`config.mk`:
```
export PLATFORM = sky130hd
export DESIGN_NAME = adc_post
export DESIGN_NICKNAME = d
export VERILOG_FILES = /design/src/design/adc_post.v
export VERILOG_INCLUDE_DIRS = /design/src /design/src/design
export SDC_FILE = /design/constraint.sdc
export NUM_CORES = 1
export LEC_CHECK = 0
export ABC_AREA = 1
export BUFFER_PORTS_ARGS = -buffer_cell sky130_fd_sc_hd__buf_2
export CAP_MARGIN = 20
export CORE_AREA = 2 2 171 298
export CTS_BUF_LIST = sky130_fd_sc_hd__clkbuf_4 sky130_fd_sc_hd__clkbuf_8
export CTS_CLUSTER_DIAMETER = 40
export DETAILED_ROUTE_END_ITERATION = 10
export DIE_AREA = 0 0 173 300
export SLEW_MARGIN = 25
export SYNTH_ARGS = -nofsm -noshare
export SYNTH_HDL_FRONTEND = slang
export SYNTH_SLANG_ARGS = --single-unit
```
`constraint.sdc`:
```
create_clock -name clk_i -period 17.4 [get_ports clk_i]
set_input_delay 2.61 -clock clk_i [delete_from_list [all_inputs] [get_ports clk_i]]
set_output_delay 2.61 -clock clk_i [all_outputs]
set_load 0.01 [all_outputs]
```
`src/design/adc_post_defines.vh`:
```
// constants for the converter post-processing path
// assumes inclusion by design/adc_post.v only
`ifndef ADC_POST_DEFINES_VH
`define ADC_POST_DEFINES_VH

// ==========================================================
// register map (word aligned, 32-bit wishbone)
`define REG_CTRL_ADDR 4'h0
`define REG_GAIN_ADDR 4'h4
`define REG_TC_ADDR 4'h8
`define REG_STAT_ADDR 4'hC

// ==========================================================
// control fields
`define CTRL_BYPASS_DIS_BIT 0
`define CTRL_TRIM_EN_BIT 1
`define CTRL_TRIM_HOLD_BIT 2
`define GAIN_CODE_W 4
`define GAIN_CODE_MAX 4'hC
`define TC_CODE_W 4
`define TC_CODE_MAX 4'hB
`define TC_SHIFT_BASE 20

// ==========================================================
// latency and reset values
`define BYPASS_LATENCY 10
`define PROC_EXTRA_LATENCY 2
`define GAIN_CODE_RST 4'h0
`define TC_CODE_RST 4'h0
`define OFFSET_LIMIT_MV 10
`define FULL_SCALE_MV 2000

`endif

```
`src/design/adc_post.v`:
```
// post-conversion processing: low-latency bypass, fine gain, dc trim loop
// assumes raw samples arrive signed twos complement, one per clk_i edge,
// and a wishbone classic master for configuration
//
// How it works
// - bypass path delays raw sample exactly 10 cycles
// - processing path adds two cycles of latency
// - reset gives bypass mode, gain and trim off
// - leaving bypass enables gain at the written code, 0dB from reset
// - gain code steps 0.5dB from 0 to 6dB
// - full-scale shrinks as gain rises, table values
// - gain stays off while still in bypass
// - trim corrects offsets up to 10mV equivalent
// - enabled loop corrects every cycle once bypass is left, updates every cycle unless held
// - time constant counted in sample clock cycles
// - code 0..11 gives 1M..2G cycles, 12..15 reserved
// - hold freezes estimate, still applied every cycle
// - trim disabled after reset
// - output word 14 or 12 bits by parameter
`timescale 1ns/1ps
`include "adc_post_defines.vh"

module adc_post #(
  parameter DW = 14
) (
  input wire clk_i,
  input wire rst_i,
  input wire [DW-1:0] raw_i,
  output reg [DW-1:0] dout_o,
  input wire [3:0] adr_i,
  input wire [31:0] dat_i,
  output reg [31:0] dat_o,
  input wire we_i,
  input wire [3:0] sel_i,
  input wire cyc_i,
  input wire stb_i,
  output reg ack_o,
  output reg bypass_o
);

  // ==========================================================
  // constants
  localparam FW = 16;
  localparam ACCW = DW + 32;
  localparam signed [DW-1:0] POS_FS = {1'b0, {(DW-1){1'b1}}};
  localparam signed [DW-1:0] NEG_FS = {1'b1, {(DW-1){1'b0}}};
  // offset limit in codes: 10mV of 2Vpp full scale
  localparam integer OFS_LIM_I = (`OFFSET_LIMIT_MV * (1 << DW)) / `FULL_SCALE_MV;
  localparam signed [DW:0] OFS_LIM = OFS_LIM_I[DW:0];
  localparam integer LAT_B = `BYPASS_LATENCY;
  localparam integer LAT_P = `BYPASS_LATENCY - `PROC_EXTRA_LATENCY;
  // shift base: code 0 averages over 2^20 cycles
  localparam [5:0] TC_BASE = `TC_SHIFT_BASE;

  // ==========================================================
  // registers
  reg bypass_dis_q;
  reg trim_en_q;
  reg trim_hold_q;
  reg [`GAIN_CODE_W-1:0] gain_code_q;
  reg [`TC_CODE_W-1:0] tc_code_q;
  reg [FW-1:0] gain_mult;
  wire bus_req;
  wire wr_ctrl;
  reg [31:0] rd_d;

  assign bus_req = cyc_i & stb_i & ~ack_o;
  assign wr_ctrl = bus_req & we_i & sel_i[0];

  // gain lookup, q2.14: 10^(g/20), 0.5dB steps
  always @* begin
    case (gain_code_q)
      4'h0: gain_mult = 16'h4000;
      4'h1: gain_mult = 16'h43D1;
      4'h2: gain_mult = 16'h47DC;
      4'h3: gain_mult = 16'h4C24;
      4'h4: gain_mult = 16'h50AE;
      4'h5: gain_mult = 16'h557D;
      4'h6: gain_mult = 16'h5A97;
      4'h7: gain_mult = 16'h6000;
      4'h8: gain_mult = 16'h65AC;
      4'h9: gain_mult = 16'h6BA7;
      4'hA: gain_mult = 16'h71F7;
      4'hB: gain_mult = 16'h7898;
      default: gain_mult = 16'h7FB2;
    endcase
  end

  // ==========================================================
  // wishbone slave, answers one cycle after the request
  always @(posedge clk_i) begin
    if (rst_i) begin
      bypass_dis_q <= 1'b0;
      trim_en_q <= 1'b0;
      trim_hold_q <= 1'b0;
      gain_code_q <= `GAIN_CODE_RST;
      tc_code_q <= `TC_CODE_RST;
    end else begin
      // write data is taken at the same edge that raises ack
      if (wr_ctrl) begin
        if (adr_i == `REG_CTRL_ADDR) begin
          // leaving bypass with gain code left at reset value gives 0dB
          bypass_dis_q <= dat_i[`CTRL_BYPASS_DIS_BIT];
          trim_en_q <= dat_i[`CTRL_TRIM_EN_BIT];
          trim_hold_q <= dat_i[`CTRL_TRIM_HOLD_BIT];
        end else if (adr_i == `REG_GAIN_ADDR) begin
          // codes above 6dB clamp to 6dB
          if (dat_i[`GAIN_CODE_W-1:0] > `GAIN_CODE_MAX) begin
            gain_code_q <= `GAIN_CODE_MAX;
          end else begin
            gain_code_q <= dat_i[`GAIN_CODE_W-1:0];
          end
        end else if (adr_i == `REG_TC_ADDR) begin
          // reserved codes are the writer's fault; clamp keeps the shift bounded
          if (dat_i[`TC_CODE_W-1:0] > `TC_CODE_MAX) begin
            tc_code_q <= `TC_CODE_MAX;
          end else begin
            tc_code_q <= dat_i[`TC_CODE_W-1:0];
          end
        end
      end
    end
  end

  // ==========================================================
  // bus handshake: ack is a one-cycle pulse, read data stands with it
  always @(posedge clk_i) begin
    if (rst_i) begin
      ack_o <= 1'b0;
      dat_o <= 32'h0000_0000;
    end else begin
      // ack masks the request so a strobe still high in the ack cycle is not taken twice
      ack_o <= bus_req;
      dat_o <= rd_d;
    end
  end

  reg signed [DW:0] ofs_est;

  // unmapped addresses read as zero
  always @* begin
    rd_d = 32'h0000_0000;
    if (adr_i == `REG_CTRL_ADDR) begin
      rd_d[`CTRL_BYPASS_DIS_BIT] = bypass_dis_q;
      rd_d[`CTRL_TRIM_EN_BIT] = trim_en_q;
      rd_d[`CTRL_TRIM_HOLD_BIT] = trim_hold_q;
    end else if (adr_i == `REG_GAIN_ADDR) begin
      rd_d[`GAIN_CODE_W-1:0] = gain_code_q;
    end else if (adr_i == `REG_TC_ADDR) begin
      rd_d[`TC_CODE_W-1:0] = tc_code_q;
    end else if (adr_i == `REG_STAT_ADDR) begin
      rd_d[DW:0] = ofs_est;
    end
  end

  // ==========================================================
  // bypass delay line: nine stages, the output register makes the tenth
  // stages hold zero after reset so no stale word reaches the pins
  reg [DW-1:0] byp_q [0:LAT_B-2];
  genvar gi;
  generate
    for (gi = 0; gi < LAT_B - 1; gi = gi + 1) begin : g_byp
      if (gi == 0) begin : g_head
        always @(posedge clk_i) begin
          if (rst_i) begin
            byp_q[gi] <= {DW{1'b0}};
          end else begin
            byp_q[gi] <= raw_i;
          end
        end
      end else begin : g_tail
        always @(posedge clk_i) begin
          if (rst_i) begin
            byp_q[gi] <= {DW{1'b0}};
          end else begin
            byp_q[gi] <= byp_q[gi-1];
          end
        end
      end
    end
  endgenerate

  // ==========================================================
  // processing path: tap after nine cycles, then gain, trim and output
  // registers, 12 cycles in all, two more than the bypass
  // limitation: the loop settles over millions of cycles; code 0 is quickest
  wire signed [DW-1:0] pre_s = byp_q[LAT_P];
  // gain multiplier is q2.14, so 0dB passes the sample unchanged
  wire signed [DW+FW:0] prod = pre_s * $signed({1'b0, gain_mult});
  // dropping the 14 fraction bits leaves headroom for 6dB
  wire signed [DW+2:0] scaled = $signed(prod[DW+FW:FW-2]);

  reg signed [DW-1:0] gain_d;
  reg signed [DW-1:0] gain_q;
  reg signed [DW-1:0] corr_d;
  reg signed [DW-1:0] corr_q;
  reg signed [ACCW-1:0] acc_d;
  reg signed [ACCW-1:0] acc_q;
  reg signed [ACCW-1:0] est_full;

  wire signed [DW+1:0] diff = $signed({gain_q[DW-1], gain_q}) - ofs_est;
  wire [5:0] shamt = TC_BASE + {2'b00, tc_code_q};
  // trim enable is ignored while the bypass is selected
  wire trim_on = trim_en_q & bypass_dis_q;

  // ==========================================================
  // offset estimate, accumulator over 2^(20+code) cycles
  // clamped at full width so a large estimate cannot wrap back into range
  always @* begin
    est_full = acc_q >>> shamt;
    if (est_full > OFS_LIM) begin
      ofs_est = OFS_LIM;
    end else if (est_full < -OFS_LIM) begin
      ofs_est = -OFS_LIM;
    end else begin
      ofs_est = est_full[DW:0];
    end
  end

  // ==========================================================
  // gain stage, saturating at the full-scale codes
  always @* begin
    if (scaled > $signed({3'b000, POS_FS})) begin
      gain_d = POS_FS;
    end else if (scaled < $signed({3'b111, NEG_FS})) begin
      gain_d = NEG_FS;
    end else begin
      gain_d = scaled[DW-1:0];
    end
  end

  // gain only reaches the output once bypass is left
  always @(posedge clk_i) begin
    if (rst_i) begin
      gain_q <= {DW{1'b0}};
    end else begin
      gain_q <= gain_d;
    end
  end

  // ==========================================================
  // trim loop: leaky integrator, cleared whenever trim is off
  // the leak equals the estimate, so the loop settles at the input mean
  // worst case the sum stays below 2^45, inside the accumulator
  always @* begin
    acc_d = acc_q;
    if (!trim_on) begin
      acc_d = {ACCW{1'b0}};
    end else if (!trim_hold_q) begin
      acc_d = acc_q + {{(ACCW-DW){gain_q[DW-1]}}, gain_q} - est_full;
    end
  end

  always @* begin
    corr_d = gain_q;
    if (trim_on) begin
      // a held estimate is still subtracted every cycle
      if (diff > $signed({2'b00, POS_FS})) begin
        corr_d = POS_FS;
      end else if (diff < $signed({2'b11, NEG_FS})) begin
        corr_d = NEG_FS;
      end else begin
        corr_d = diff[DW-1:0];
      end
    end
  end

  always @(posedge clk_i) begin
    if (rst_i) begin
      acc_q <= {ACCW{1'b0}};
      corr_q <= {DW{1'b0}};
    end else begin
      acc_q <= acc_d;
      corr_q <= corr_d;
    end
  end

  // ==========================================================
  // output register, straight to the pins
  always @(posedge clk_i) begin
    if (rst_i) begin
      dout_o <= {DW{1'b0}};
      bypass_o <= 1'b1;
    end else begin
      bypass_o <= ~bypass_dis_q;
      if (bypass_dis_q) begin
        dout_o <= corr_q;
      end else begin
        dout_o <= byp_q[LAT_B-2];
      end
    end
  end

endmodule

```
==> metrics.txt <==
Peak VDD IR 44.18 uV; worst path cell trace inv_1 > nand3_1 > nand3_1 > nand3_1 > nand3_1 > nand2_1 > fa_1 > fa_1 > inv_1 > a31oi_1 > o21ai_1 > a21boi_0 > o21ai_0 > a21boi_1 > o21ai_1 > a21oi_1 > o21ai_0 > nand3_1 > o21ai_0 > a31oi_1 > xor2_1 > o21ai_0 > inv_1; CTS sink cnt ~260; CTS max path bufs 3; IO Pins 107; pre-CTS WS 9.867 ns; slew at the pin closest to its max-slew limit 1.070 ns; hold_buf cts 0; crit path kind flip-flop to flip-flop; drc violations 0; Initial Utilization 44.59%; Crit. End Element flip-flop; Max FO, Critical Path 31; Max Clk Rate between 0.1 and 0.15 GHz; Port Buffer Count 58; status completed; final setup violation count 0; RSZ-0062 raised after global routing no; Worst Setup SP tc_code_q[1]$_SDFFE_PP0P_; hold_ws roughly 0.4 ns; initial antenna violation count 5; synth top area cells dfxtp_1 (23%), fa_1 (18%), inv_1 (13%), nand2_1 (9.9%), ha_1 (9.8%); layout cell share with drive strength beyond 1 6.290%; Mapped Cells 3,072; GPL Wtd Cong 0.9390; Routed WL 59.54 mm; Min-Delay Path Class flip-flop to flip-flop; cts bufs inserted 41; area added between synthesis and finish 6.819%; Int Pwr 0.9179 mW; Clock Power Share 43.1%; Fin. Hold Viols 0; CTS tree built; max cap viols 0; Worst Hold Launch byp_q[5][10]$_SDFF_PP0_; DP HPWL 48.68 mm; R2R Path Start tc_code_q[1]$_SDFFE_PP0P_; Max stage delay cell, worst path dfxtp_1; Final Cycle Share 44.36%; Relative slew margins roughly 28%; Reg clk slew, reported paths 0.07 ns; Pwr Density around 52 nW/um^2; DRT Pass-1 Iters 5; CP bufs+invs 3; CTS-repair resized insts 0; chip width 173 um; Synth Cell Area approximately 22,000 sq um; most frequent CP cell nand3_1; gr usage total 23.22%; Final Power 1.229 mW; core area 49,460 sq um; total number of vias ~19k; wire per inst about 16 um; first-pass GRT wire length 96.28 mm; Max stage delay on crit path ~1.0 ns; Switching Share 25.32%; Slew Limit Fails 0; post-synthesis cell type count 47; GRT overflow 0; fin crit period slightly below 8 ns; WP data required roughly 18 ns; number of synthesized register bits 256; multi-input logic area roughly 14,000 sq um; violation count after the first detailed-route iteration around 1.1k; clock root buffer master clkbuf_8; Sw Pwr 0.3112 mW; Setup Fix Bufs, Post-CTS 0; Antenna Nets Post-Route 0; Final #Nets 3,505; CP Launch Type flip-flop; yosys warns 0; register area 5127 sq um; Crit path max-delay family compound AO/OA/AOI/OAI gates; Die Area about 52,000 sq um; Row Count 108; largest net degree at the start of global routing 83; leakage about 13 nW; H-tree depth 2; post-synth top area cell dfxtp_1; combinational group share of total power 8.4%; Die Y approximately 300 um; Filler cells 5,125; sequential power share 48.4%; setup tns final 0 ns; routed vias/inst a little under 5; fin worst setup slack ~9.7 ns; Yosys top cell area share between 20 and 25%; register area share after synthesis around 23%; clk_skew around 0.042 ns; number of global-route vias before repair 19.25k; Data arrival, critical path 8.16 ns; worst-skew pair later-pin latency 0.58 ns; Mean Syn Cell Area 7.179 sq um
## logic make-up (layout without fill, tap and decap cells)
group                      count (synthesis)  in the layout  share of synthesized area (%)
AOI/OAI and AO/OA                        373            373                          9.537
xor gates and xnor gates                  66             66                          2.621
adders and majority gates                373            373                          27.97
buffers and inverters                    876            888                          15.54
DFF                                      256            256                          23.24
other                                      1             18                        0.01700
and+or+nand+nor                         1127           1127                          21.08
## layout by cell type (no fill, tap or decap), drive strengths merged, types with 2 or more instances in the layout
master / synthesis / final
o211ai: 6 / 6
xnor2: 22 / 22
xor2: 44 / 44
conb: 1 / 17
nor2: 269 / 269
o21a: 11 / 11
nand4: 11 / 11
nor4: 3 / 3
o311ai: 2 / 2
a221oi: 2 / 2
a21o: 5 / 5
or2: 14 / 14
dfxtp: 256 / 256
a21oi: 178 / 178
inv: 748 / 750
nand3: 213 / 213
a31oi: 16 / 16
o21ai: 122 / 122
clkinv: 2 / 7
clkbuf: 84 / 61
nand3b: 2 / 2
nand2: 598 / 598
o31ai: 4 / 4
a41oi: 2 / 2
a211oi: 3 / 3
o21bai: 7 / 7
buf: 42 / 68
nor3: 16 / 16
fa: 200 / 200
ha: 173 / 173
a21boi: 7 / 7
o221ai: 5 / 5
## per-stage QoR
stage / cells / instance area [sq um] / utilization (%)
final: 3761 / 23560 / 47.63
after global routing: 3761 / 23560 / 47.63
after CTS: 3760 / 23540 / 47.60
after detailed placement: 3690 / 22700 / 45.90
after global placement: 3690 / 22700 / 45.90
after floorplan: 3088 / 22120 / -
## cell type report
cell class / count / share of cell area [%]
clock inverter: 9 / 0.3665
multi-input combinational: 1956 / 57.65
tap: 660 / 3.505
inverter: 750 / 11.95
timing repair buffer: 68 / 1.561
antenna: 1 / 0.01062
clock buffer: 61 / 3.192
sequential: 256 / 21.76
## cells in the mapped netlist (all sizes together)
library cell	n
a211oi	3
a21boi	7
a21o	5
a21oi	178
a221oi	2
a311oi	1
a31o	1
a31oi	16
a32oi	1
a41oi	2
and2	1
buf	42
clkbuf	84
clkinv	2
conb	1
dfxtp	256
fa	200
ha	173
inv	748
nand2	598
nand3	213
nand3b	2
nand4	11
nor2	269
nor3	16
nor4	3
o211ai	6
o21a	11
o21ai	122
o21bai	7
o221ai	5
o311ai	2
o31ai	4
or2	14
xnor2	22
xor2	44
## power by group through the flow
| stage | Sequential, mW | Combinational, mW | Clock, mW |
|---|---|---|---|
| final | 0.595 | 0.104 | 0.530 |
| after global routing | 0.595 | 0.115 | 0.574 |
| after CTS | 0.595 | 0.104 | 0.553 |
| after detailed placement | 0.608 | 0.104 | 0 |
| after global placement | 0.608 | 0.103 | 0 |
| after floorplan | 0.606 | 0.0789 | 0 |
## state kept, by name, summed over array words and instances, names as in the netlist
| signal | flops |
|---|---|
| trim_hold_q | 1 |
| dout_o | 14 |
| gain_q | 14 |
| bypass_o | 1 |
| tc_code_q | 4 |
| bypass_dis_q | 1 |
| corr_q | 14 |
| trim_en_q | 1 |
| gain_code_q | 4 |
| gain_mult | 14 |
| acc_q | 46 |
| ack_o | 1 |
| dat_o | 15 |
| byp_q | 126 |
## layer usage
layer	vias to the layer above	global-route usage, %	share of wire (%)	wire length (um)
li1	9258	-	-	-
met1	8841	22.51	34	20470
met2	397	48.02	57	34080
met3	159	2.112	3.2	1887
met4	8	11.18	5.1	3054
met5	-	0	0.079	47
## final timing paths
kind                                                 to  slack, ns  cells past startpoint
worst min register to register  byp_q[6][10]$_SDFF_PP0_       0.39                      2
worst min-delay path            byp_q[6][10]$_SDFF_PP0_       0.39                      2
worst max-delay path             acc_q[44]$_SDFFE_PP0N_       9.68                     23
worst max register to register   acc_q[44]$_SDFFE_PP0N_       9.68                     23
## tightest hold or removal path: cells and delay by family, from the launching register on
kind | cells | cell delay [ns]
buffers and inverters | 1 | 0.04
AND/OR/NAND/NOR | 1 | 0.03
flip-flops | 1 | 0.29
(Power assumes the default switching activity.)
